===== config.mk =====
export PLATFORM = sky130hd
export DESIGN_NAME = hia_aggregator
export DESIGN_NICKNAME = d
export VERILOG_FILES = /design/src/include/hia_pkg.sv /design/src/verilog/hia_aggregator.sv
export SDC_FILE = /design/constraint.sdc
export NUM_CORES = 1
export LEC_CHECK = 0
export CAP_MARGIN = 20
export CORE_ASPECT_RATIO = 0.5
export CORE_MARGIN = 1.5
export CORE_UTILIZATION = 35
export DETAILED_ROUTE_END_ITERATION = 16
export DONT_BUFFER_PORTS = 1
export GPL_TIMING_DRIVEN = 0
export PLACE_DENSITY_LB_ADDON = 0.05
export SLEW_MARGIN = 20
export SYNTH_ARGS = -nofsm -noshare
export SYNTH_HDL_FRONTEND = slang
export SYNTH_SLANG_ARGS = --single-unit

===== constraint.sdc =====
create_clock -name i_ref_clk -period 2.7 [get_ports i_ref_clk]
set_input_delay 0.27 -clock i_ref_clk [delete_from_list [all_inputs] [get_ports i_ref_clk]]
set_output_delay 0.27 -clock i_ref_clk [all_outputs]
set_load 0.02 [all_outputs]

===== src/include/hia_pkg.sv =====
// Package with register map, field layout, carrier types and state of the host interrupt aggregator.
package hia_pkg;

  localparam int HIA_ADDR_W = 12;
  localparam int HIA_NQ     = 8;
  localparam int HIA_QW     = 4;

  // Register byte offsets.
  localparam logic [11:0] OFS_RX_DELAY    = 12'h180;
  localparam logic [11:0] OFS_WATERMARK   = 12'h190;
  localparam logic [11:0] OFS_POWER       = 12'h19C;
  localparam logic [11:0] OFS_QS_EVENTS   = 12'h1C0;
  localparam logic [11:0] OFS_QS_MASK     = 12'h1C4;
  localparam logic [11:0] OFS_OU_EVENTS   = 12'h1C8;
  localparam logic [11:0] OFS_OU_MASK     = 12'h1CC;
  localparam logic [11:0] OFS_TR_EVENTS   = 12'h1D0;
  localparam logic [11:0] OFS_TR_MASK     = 12'h1D4;
  localparam logic [11:0] OFS_RR_EVENTS   = 12'h1D8;
  localparam logic [11:0] OFS_RR_MASK     = 12'h1DC;
  localparam logic [11:0] OFS_TOP_STATUS  = 12'h1E8;
  localparam logic [11:0] OFS_TOP_MASK    = 12'h1EC;

  // Field positions.
  localparam int QS_DONE_RISE = 3;
  localparam int QS_DONE_FALL = 2;
  localparam int QS_A_RISE    = 1;
  localparam int QS_B_RISE    = 0;
  localparam int OU_OVERFLOW  = 3;
  localparam int OU_UNDERRUN  = 2;
  localparam int WM_THR_LSB   = 16;
  localparam int WM_THR_W     = 7;
  localparam int WM_FREE_LSB  = 24;
  localparam int RX_DELAY_W   = 24;
  localparam int PWR_EVENT    = 15;
  localparam int TOP_WAKE     = 20;
  localparam int TOP_QS       = 19;
  localparam int TOP_OU       = 18;
  localparam int TOP_PHY      = 17;
  localparam int TOP_ROLL     = 16;
  localparam int TOP_TX_BAD   = 12;
  localparam int TOP_RX_BAD   = 11;
  localparam int TOP_RX_LATE  = 8;
  localparam int TOP_RX_EARLY = 7;
  localparam int TOP_TX_LATE  = 5;
  localparam int TOP_TX_EARLY = 4;
  localparam int TOP_WMARK    = 3;
  localparam int TOP_NOBLOCK  = 2;
  localparam int TOP_PAUSE    = 1;
  localparam int TOP_CLASS    = 0;

  localparam logic [31:0] OU_VALID_BITS = 32'hCCCC_CCCC;
  localparam logic [15:0] TOP_LOW_BITS  = 16'h19BF;
  localparam logic [31:0] REG_RESET     = 32'h0000_0000;

  typedef enum logic [1:0] {
    HIA_RX_IDLE = 2'b01,
    HIA_RX_WAIT = 2'b10
  } hia_rx_state_t;

  // Event sources from the MAC, all on the bus clock.
  typedef struct packed {
    logic [7:0]  done_flag;    // Queue completion flag levels.
    logic [7:0]  flag_a;       // Queue flag A levels.
    logic [7:0]  flag_b;       // Queue flag B levels.
    logic [7:0]  overflow;     // Queue overflow pulses.
    logic [7:0]  underrun;     // Queue underrun pulses.
    logic [31:0] tx_rollover;  // Transmit counter wrap pulses.
    logic [31:0] rx_rollover;  // Receive counter wrap pulses.
    logic        phy_irq;      // PHY interrupt level.
    logic        tx_bad;
    logic        rx_bad;
    logic        rx_frame_done;
    logic        rx_start;
    logic        byte_tick;    // One pulse per received byte time.
    logic        tx_start;
    logic        tx_done;
    logic        tx_notify_early; // Per-packet request, valid with tx_start.
    logic        tx_notify_late;  // Per-packet request, valid with tx_done.
    logic [6:0]  free_blocks;
    logic        no_block;
    logic        pause_active;
    logic        class_irq;
    logic        wake;
  } hia_events_t;

  typedef struct packed {
    logic [31:0]     qs_ev;
    logic [31:0]     qs_mask;
    logic [31:0]     ou_ev;
    logic [31:0]     ou_mask;
    logic [31:0]     tr_ev;
    logic [31:0]     tr_mask;
    logic [31:0]     rr_ev;
    logic [31:0]     rr_mask;
    logic [15:0]     top_low;
    logic [31:0]     top_mask;
    logic [23:0]     rx_delay_cfg;
    logic [6:0]      wm_thr;
    logic            pwr_event;
    logic [7:0]      prev_done;
    logic [7:0]      prev_a;
    logic [7:0]      prev_b;
    logic            prev_pause;
    logic            below_wm;
    logic [23:0]     rx_cnt;
    hia_rx_state_t   rx_state;
    logic [31:0]     rdata;
    logic            irq;
  } hia_state_t;

endpackage


===== src/verilog/hia_aggregator.sv =====
// Two-level host interrupt aggregator with register port and interrupt pin.
// Functional notes
// (RULE1) Queue status: four edge bits per queue.
// (RULE2) Second-level event bits latch, clear on read.
// (RULE3) Queue status mask gates summary only.
// (RULE4) Overflow/underrun bits at 4n+3, 4n+2 only.
// (RULE5) Overflow/underrun mask gates summary only.
// (RULE6) Transmit counter k wrap sets bit k.
// (RULE7) Receive counter k+32 wrap sets bit k.
// (RULE8) Rollover masks gate summary only.
// (RULE9) Top bits 20..16 are live summaries.
// (RULE10) Top low half clears on read.
// (RULE11) Bits 12, 11 flag transmit/receive errors.
// (RULE12) Bit 8 on each complete received frame.
// (RULE13) Bit 7 on receive start, delayed.
// (RULE14) Bits 4, 5 on requested transmit start/end.
// (RULE15) Bit 3 when free blocks reach threshold.
// (RULE16) Bit 2 when block request finds none.
// (RULE17) Bit 1 on pause change, bit 0 class.
// (RULE18) Top mask gates the interrupt pin.
// (RULE19) Receive delay is 24-bit byte count.
// (RULE20) 7-bit watermark threshold, zero disables.
// (RULE21) Power event set by wake, write-one clears.
// (RULE22) Summaries are OR of masked events.
// (RULE23) Event beats a same-cycle clearing read.
//
// Strobed register access was chosen for this implementation.
`timescale 1ns/100ps
module hia_aggregator
  import hia_pkg::*;
(
  input  wire logic                  i_ref_clk,      // Bus clock, 100 MHz.
  input  wire logic                  i_rst,          // Synchronous reset, active high.
  input  wire logic [HIA_ADDR_W-1:0] i_addr,         // Register byte address.
  input  wire logic [31:0]           i_wdata,        // Write data.
  input  wire logic                  i_wr,           // Write strobe.
  input  wire logic                  i_rd,           // Read strobe.
  input  wire hia_events_t           i_ev,           // Event sources.
  output logic [31:0]                o_rdata,        // Read data, cycle after strobe.
  output logic                       o_int,          // Host interrupt, active high level.
  output logic                       o_power_event_n // Power event output, active low.
);

  hia_state_t      st;
  hia_state_t      next_st;
  logic [31:0]     qs_set;
  logic [31:0]     ou_set;
  logic [31:0]     top_view;
  logic [15:0]     low_set;
  logic            rx_fire;
  logic            wm_below;
  logic            sum_qs;
  logic            sum_ou;
  logic            sum_roll;
  logic [31:0]     rd_value;

  // Per-queue edge and error mapping into the two nibble-packed registers.
  for (genvar q = 0; q < HIA_NQ; q++) begin : g_queue
    assign qs_set[q*HIA_QW+QS_DONE_RISE] = i_ev.done_flag[q] & ~st.prev_done[q]; // RULE1
    assign qs_set[q*HIA_QW+QS_DONE_FALL] = ~i_ev.done_flag[q] & st.prev_done[q]; // RULE1
    assign qs_set[q*HIA_QW+QS_A_RISE]    = i_ev.flag_a[q] & ~st.prev_a[q]; // RULE1
    assign qs_set[q*HIA_QW+QS_B_RISE]    = i_ev.flag_b[q] & ~st.prev_b[q]; // RULE1
    assign ou_set[q*HIA_QW+OU_OVERFLOW]  = i_ev.overflow[q]; // RULE4
    assign ou_set[q*HIA_QW+OU_UNDERRUN]  = i_ev.underrun[q]; // RULE4
    assign ou_set[q*HIA_QW+1]            = 1'b0;
    assign ou_set[q*HIA_QW]              = 1'b0;
  end

  assign sum_qs   = |(st.qs_ev & st.qs_mask); // RULE3 RULE22
  assign sum_ou   = |(st.ou_ev & st.ou_mask); // RULE5 RULE22
  assign sum_roll = |(st.tr_ev & st.tr_mask) | |(st.rr_ev & st.rr_mask); // RULE8 RULE22

  // Upper half has no storage of its own; it follows its sources.
  always_comb begin
    top_view               = REG_RESET;
    top_view[15:0]         = st.top_low & TOP_LOW_BITS;
    top_view[TOP_WAKE]     = st.pwr_event; // RULE9 RULE10
    top_view[TOP_QS]       = sum_qs; // RULE9
    top_view[TOP_OU]       = sum_ou; // RULE9
    top_view[TOP_PHY]      = i_ev.phy_irq; // RULE9
    top_view[TOP_ROLL]     = sum_roll; // RULE9
  end

  // A zero threshold disables the watermark; a fall is a move into the below state.
  assign wm_below = (st.wm_thr != '0) && (i_ev.free_blocks <= st.wm_thr); // RULE15 RULE20

  // A start with zero delay fires at once, also when it cuts a running wait short.
  assign rx_fire = (i_ev.rx_start && (st.rx_delay_cfg == '0))
                || ((st.rx_state == HIA_RX_WAIT) && !i_ev.rx_start && i_ev.byte_tick
                    && (st.rx_cnt == 24'h00_0001)); // RULE13 RULE19

  always_comb begin
    low_set               = '0;
    low_set[TOP_TX_BAD]   = i_ev.tx_bad; // RULE11
    low_set[TOP_RX_BAD]   = i_ev.rx_bad; // RULE11
    low_set[TOP_RX_LATE]  = i_ev.rx_frame_done; // RULE12
    low_set[TOP_RX_EARLY] = rx_fire; // RULE13
    low_set[TOP_TX_LATE]  = i_ev.tx_done & i_ev.tx_notify_late; // RULE14
    low_set[TOP_TX_EARLY] = i_ev.tx_start & i_ev.tx_notify_early; // RULE14
    low_set[TOP_WMARK]    = wm_below & ~st.below_wm; // RULE15
    low_set[TOP_NOBLOCK]  = i_ev.no_block; // RULE16
    low_set[TOP_PAUSE]    = i_ev.pause_active ^ st.prev_pause; // RULE17
    low_set[TOP_CLASS]    = i_ev.class_irq; // RULE17
  end

  always_comb begin
    case (i_addr)
      OFS_RX_DELAY:   rd_value = {8'h00, st.rx_delay_cfg};
      OFS_WATERMARK:  rd_value = {1'b0, i_ev.free_blocks, 1'b0, st.wm_thr, 16'h0000};
      OFS_POWER:      rd_value = {16'h0000, st.pwr_event, 15'h0000};
      OFS_QS_EVENTS:  rd_value = st.qs_ev;
      OFS_QS_MASK:    rd_value = st.qs_mask;
      OFS_OU_EVENTS:  rd_value = st.ou_ev & OU_VALID_BITS; // RULE4
      OFS_OU_MASK:    rd_value = st.ou_mask;
      OFS_TR_EVENTS:  rd_value = st.tr_ev;
      OFS_TR_MASK:    rd_value = st.tr_mask;
      OFS_RR_EVENTS:  rd_value = st.rr_ev;
      OFS_RR_MASK:    rd_value = st.rr_mask;
      OFS_TOP_STATUS: rd_value = top_view;
      OFS_TOP_MASK:   rd_value = st.top_mask;
      default:        rd_value = REG_RESET;
    endcase
  end

  always_comb begin
    next_st            = st;
    next_st.prev_done  = i_ev.done_flag;
    next_st.prev_a     = i_ev.flag_a;
    next_st.prev_b     = i_ev.flag_b;
    next_st.prev_pause = i_ev.pause_active;
    next_st.below_wm   = wm_below;
    next_st.rdata      = i_rd ? rd_value : REG_RESET;

    // Clearing read first, then new events OR in so a same-cycle event survives.
    if (i_rd) begin
      case (i_addr)
        OFS_QS_EVENTS:  next_st.qs_ev   = '0; // RULE2
        OFS_OU_EVENTS:  next_st.ou_ev   = '0; // RULE2
        OFS_TR_EVENTS:  next_st.tr_ev   = '0; // RULE2
        OFS_RR_EVENTS:  next_st.rr_ev   = '0; // RULE2
        OFS_TOP_STATUS: next_st.top_low = '0; // RULE10
        default:        next_st.top_low = st.top_low;
      endcase
    end
    next_st.qs_ev   = next_st.qs_ev | qs_set; // RULE2 RULE23
    next_st.ou_ev   = (next_st.ou_ev | ou_set) & OU_VALID_BITS; // RULE4 RULE23
    next_st.tr_ev   = next_st.tr_ev | i_ev.tx_rollover; // RULE6 RULE23
    next_st.rr_ev   = next_st.rr_ev | i_ev.rx_rollover; // RULE7 RULE23
    next_st.top_low = (next_st.top_low | low_set) & TOP_LOW_BITS; // RULE23

    if (i_wr) begin
      case (i_addr)
        OFS_RX_DELAY:  next_st.rx_delay_cfg = i_wdata[RX_DELAY_W-1:0]; // RULE19
        OFS_WATERMARK: next_st.wm_thr       = i_wdata[WM_THR_LSB +: WM_THR_W]; // RULE20
        OFS_POWER:     next_st.pwr_event    = st.pwr_event & ~i_wdata[PWR_EVENT]; // RULE21
        OFS_QS_MASK:   next_st.qs_mask      = i_wdata;
        OFS_OU_MASK:   next_st.ou_mask      = i_wdata;
        OFS_TR_MASK:   next_st.tr_mask      = i_wdata;
        OFS_RR_MASK:   next_st.rr_mask      = i_wdata;
        OFS_TOP_MASK:  next_st.top_mask     = i_wdata;
        default:       next_st.wm_thr       = st.wm_thr;
      endcase
    end
    // Wake wins over a write-one-to-clear in the same cycle.
    if (i_ev.wake) begin
      next_st.pwr_event = 1'b1; // RULE21 RULE23
    end

    // A new receive start always restarts the delay.
    case (st.rx_state)
      HIA_RX_IDLE: begin
        if (i_ev.rx_start && (st.rx_delay_cfg != '0)) begin
          next_st.rx_state = HIA_RX_WAIT; // RULE13
          next_st.rx_cnt   = st.rx_delay_cfg;
        end
      end
      HIA_RX_WAIT: begin
        if (i_ev.rx_start) begin
          next_st.rx_cnt = st.rx_delay_cfg;
          if (st.rx_delay_cfg == '0) begin
            next_st.rx_state = HIA_RX_IDLE;
          end
        end else if (i_ev.byte_tick) begin
          next_st.rx_cnt = st.rx_cnt - 24'h00_0001; // RULE19
          if (st.rx_cnt == 24'h00_0001) begin
            next_st.rx_state = HIA_RX_IDLE;
          end
        end
      end
      default: begin
        next_st.rx_state = HIA_RX_IDLE;
        next_st.rx_cnt   = '0;
      end
    endcase

    next_st.irq = |(top_view & st.top_mask); // RULE18 RULE22
  end

  always_ff @(posedge i_ref_clk) begin
    if (i_rst) begin
      st          <= '0;
      st.rx_state <= HIA_RX_IDLE;
    end else begin
      st <= next_st;
    end
  end

  assign o_rdata         = st.rdata;
  assign o_int           = st.irq;
  assign o_power_event_n = ~st.pwr_event; // RULE21
endmodule // hia_aggregator

Word-level counts from Yosys, hierarchy flattened
Cells that the tools add are included.

cells by class
  $add $sub $neg = 1
  order comparisons = 1
  equal/unequal tests = 20
  mux-type cells = 20
  bitwise operators = 84
  reductions and logical operators = 29

operator list
  kind                   number
  $pmux 32 s13           1
  $mux 32                8
  $reduce_or 32->1       5
  $eq 12x9->1 const B    13
  $and 32x32->32         4
  $or 32x32->32          4
  $mux 26                3
  $pmux 26 s2            1
  $and 1x1->1            36
  $not 1->1              36
  $and 21x32->32         1
  $mux 13                2
  $eq 24x1->1 const B    1
  $logic_not 24->1       1
  $reduce_bool 24->1     1
  $sub 24x1->24 const B  1
  $reduce_and 2->1       9
  $or 13x13->13          1
  $le 7x7->1             1
  $reduce_bool 7->1      1
  $logic_and 1x1->1      6
  $ne 3x2->1 const B     2
  $mux 2                 2
  $reduce_and 4->1       1
  other kinds (11)       14

storage, ports and cells
  flip-flop bits (word level) = 415
  input port bits = 173
  output and inout port bits = 34
  logic and storage cells = 178

Logic depth before layout (Yosys ltp)
  word-level depth = 6
  mapped depth = 10
  gate-level depth less buffers = 8

Least setup slack after synthesis
No wires, ideal clock.

  kind = input port to flip-flop
  start point = input port i_addr[1]
  end point = register st, in the netlist o_rdata[18]
  setup time = 0.077 ns
  data arrival time = 1.991 ns
  path slack = 0.633 ns
  cell stages on the path = 6
  path buffers = 1
  cells stage by stage = nor4b_4 -> nand3_2 -> or4_4 -> a311o_1 -> buf_6 -> a41oi_2

between the ends
  cells in the longest elaborated chain, start to end = 2
  elaborated cells between the ends (all ways) = 14
  those cells by class = eq/ne (13); mux (1)

ends and longest elaborated chain
  item                  RTL line               RTL
  from (decl)           hia_aggregator.sv:34   input wire logic [HIA_ADDR_W-1:0] i_addr,
  $eq 12x9->1           hia_aggregator.sv:107  case (i_addr)
  $pmux 32 s13 *        hia_aggregator.sv:107
  to (signal assigned)  hia_aggregator.sv:204  st <= next_st;
  to (decl)             hia_aggregator.sv:44   hia_state_t st;

Mark *: on every way between the ends. The rest lies on a longest branch, timed or not.
A chain may end at the register's enable or synchronous reset.

Worst setup path after layout
  start point = input port i_addr[6]
  end point = register st, in the netlist o_rdata[29]

Same word-level chain as after synthesis.

==> impl_results.md <==
- Status: complete, but fails checks
- Failing checks: negative setup slack
- CTS H-Tree Depth: 2
- Worst r2r src: st[246]$_SDFFE_PP0P_
- Share of post-route cells with drive strength above 1: about 7.3%
- GR peak layer: met1
- Clock Latency Late Sink: 0.58 ns
- Final period util: 104%
- Remaining Overflow, GRT: 0
- Min cycle time layout: 2.80 ns
- Worst hold slack: 0.0577 ns
- Rel. slew slack: 22.7%
- CTS Buf Count: 39
- Wire length per cell: 31.6 um
- EDFF count, synth: 0
- Main flop type after synthesis: dfxtp_1
- Critical path arrival: 3.18 ns
- Yosys top cell by area: dfxtp_1
- Area growth, synth to finish: 21.7%
- Worst-Margin Slew: about 1.2 ns
- Synthesized area per cell: 8.19 sq um
- I/O pin cnt: 207
- Initial core utilization: 35.5%
- Most common cell in the netlist: nand2_1
- Hold path endpoint: st[45]$_SDFFE_PP0P_
- Synth warn: 0
- Initial antenna violation count: 7
- RSZ-0062 raised after global routing: true
- Place WS: -0.968 ns
- Largest net degree at the start of global routing: 16
- Cells after Synth: 2104
- Final wirelength: 94200 um
- Setup TNS Final: -0.531 ns
- Hold crit path type: in2reg
- Vias in the first global route: 16700
- CP required: 3.09 ns
- First-pass GRT wire length: between 100000 and 150000 um
- Die ar.: 50600 sq um
- DRT antenna net count: 0
- Gr usage total: 36.7%
- Routability cong.: 1.04
- Synthesized area: 17200 sq um
- Fin util: 43.2%
- Hold Crit Start: i_ev[15]
- Met2 Resource Use GR: 48.6%
- Vias per Instance: 5.99
- Chip Height: between 150 and 200 um
- Crit path max fanout: 10
- Final Hold Vio Count: 0
- TritonRoute pass-1 iters: 7
- Total Power: around 14 mW
- DP HPWL: just over 70000 um
- Reg2reg path depth: 6
- Worst Skew: between 0.02 and 0.025 ns
- FF-to-FF setup slack: 0.15 ns
- Clock transition at path regs: 0.06 ns
- Synth cell types: 70
- Hold Path Stages: 2
- Core area: roughly 49000 sq um
- CTS root buf: clkbuf_16
- Initial drt markers: 2299
- Setup slack after layout: -0.0964 ns
- Max Cap Viol: 0
- Top cells by count, synth: nand2_1, dfxtp_1, a21oi_1
- Pwr dens: 654 nW/um^2
- Die Width: 317 um
- Vias: 17900
- Max Slew Vio Count: 0
- FF-to-FF End: o_int$_SDFF_PP0_
- Post-synth ARST share: 0%
- Synth area leaders: dfxtp_1, nand2_1, a21oi_1
- Post-synth top area share: 46.4%
- Met3 usage: 14.8%
- Worst Setup Start Kind: input port
- Post-layout nets: roughly 2500
- Met1 Usage GRT: 53.6%
- CTS Sinks: ~400
- Max VDD drop: 317 uV
- P_leak: 7.30 nW
- DRC viols: 0
- WS Path Type: in2reg
- Mapped Nets: 2289
- # setup viols final: 16
- CTS Buffer Depth: 3
- FP Rows: between 50 and 60
- Yosys reg bits: 399
- Register area share after synthesis: 46.4%
- CTS tree: yes
- Fmax: 358 MHz
- Crit end category: register
- # port buffers: 0
-- per-layer routing --
| layer | wire length (um) | part of all wire (%) |
|---|---|---|
| met4 | 2610 | 2.8 |
| met1 | 42700 | 45 |
| met2 | 36100 | 38 |
| met3 | 12600 | 13 |
| met5 | 150 | 0.16 |
-- layout make-up --
class                      instances  area (sq um)
antenna                            7          17.5
clock inverter                    13           126
clock buffer                      58          1190
timing repair buffer             154          1540
inverter                          41           154
sequential                       399          7990
multi-input combinational       1490          8280
tap                              649           812
buffer                           174           861
fill                            5029         27600
-- stage by stage --
| stage | std cells | cell area, sq um |
|---|---|---|
| 2_1_floorplan | 2104 | 17200 |
| 3_3_place_gp | 2753 | 18000 |
| 3_5_place_dp | 2753 | 18000 |
| 4_1_cts | 2978 | 20900 |
| 5_1_grt | 2980 | 21000 |
| 6_report | 2985 | 21000 |
-- worst max path at each step --
| stage | from | cells after the start | slack (ns) | endpoint |
|---|---|---|---|---|
| floorplan | i_addr[1] | 6 | 0.63 | o_rdata[18]$_SDFF_PP0_ |
| global placement | i_addr[2] | 8 | -1.0 | o_rdata[20]$_SDFF_PP0_ |
| detailed placement | i_addr[2] | 8 | -0.97 | o_rdata[20]$_SDFF_PP0_ |
| CTS | i_addr[2] | 8 | 0.03 | o_rdata[20]$_SDFF_PP0_ |
| global route | st[33]$_SDFFE_PP1P_ | 9 | -0.01 | st[43]$_SDFFE_PP0P_ |
| finish | i_addr[6] | 9 | -0.1 | o_rdata[29]$_SDFF_PP0_ |
-- state kept, by name, summed over array words and instances, names as in the netlist --
register  flops
o_rdata      32
o_int         1
st          366
-- report_power, final --
| group | switching, mW | total (mW) | internal [mW] |
|---|---|---|---|
| Sequential | 0.321 | 6.39 | 6.06 |
| Clock | 2.54 | 5.80 | 3.25 |
| Combinational | 1.01 | 1.52 | 0.513 |
-- repair_timing --
action,4_1_cts,5_1_grt
setup buffers,0,0
pin swaps,1,0
gates resized for setup,15,16
setup endpoints to repair,26,11
hold buffers,154,0
hold endpoints to repair,320,0
-- kinds of logic after synthesis --
kind of cell	after synthesis	synth area share, %
flops	399	46.4
compound gates	631	23.3
buf+inv	215	5.68
fa+ha+maj	12	0.872
simple gates	774	19.3
mux	60	3.81
xor+xnor	13	0.661
-- critical path, stage by stage --
cell,delay (ns)
buf_2,0.19
and4b_1,0.20
clkbuf_2,0.17
nand3_1,0.17
clkbuf_2,0.32
nor2_1,0.21
clkbuf_2,0.40
a222oi_1,1.03
a31oi_1,0.21
-- cell usage in the layout (no fill, tap or decap), types with 5 or more instances in the layout --
cell type and instances:
a21oi_1 323, a221oi_1 32, a222oi_1 11, a22o_1 57, a22oi_1 81, a2bb2oi_1 10, a31oi_1 25, a32oi_1 6
and2_1 10, buf_1 6, buf_2 21, buf_4 32, clkbuf_1 102, clkbuf_16 41, clkbuf_2 13, clkbuf_8 10
clkinv_2 7, dfxtp_1 399, diode_2 7, dlygate4sd3_1 154, ha_1 12, inv_1 41, mux2_2 15, mux2i_1 42
nand2_1 449, nand2b_1 5, nand3_1 21, nand4_1 10, nor2_1 160, nor2b_1 35, nor3_1 22, nor4_1 19
o21ai_0 31, o221ai_1 5, o22ai_1 13, or3_1 7, xnor2_1 5, xor2_1 8
No activity file was read; power rests on OpenSTA's default activity.
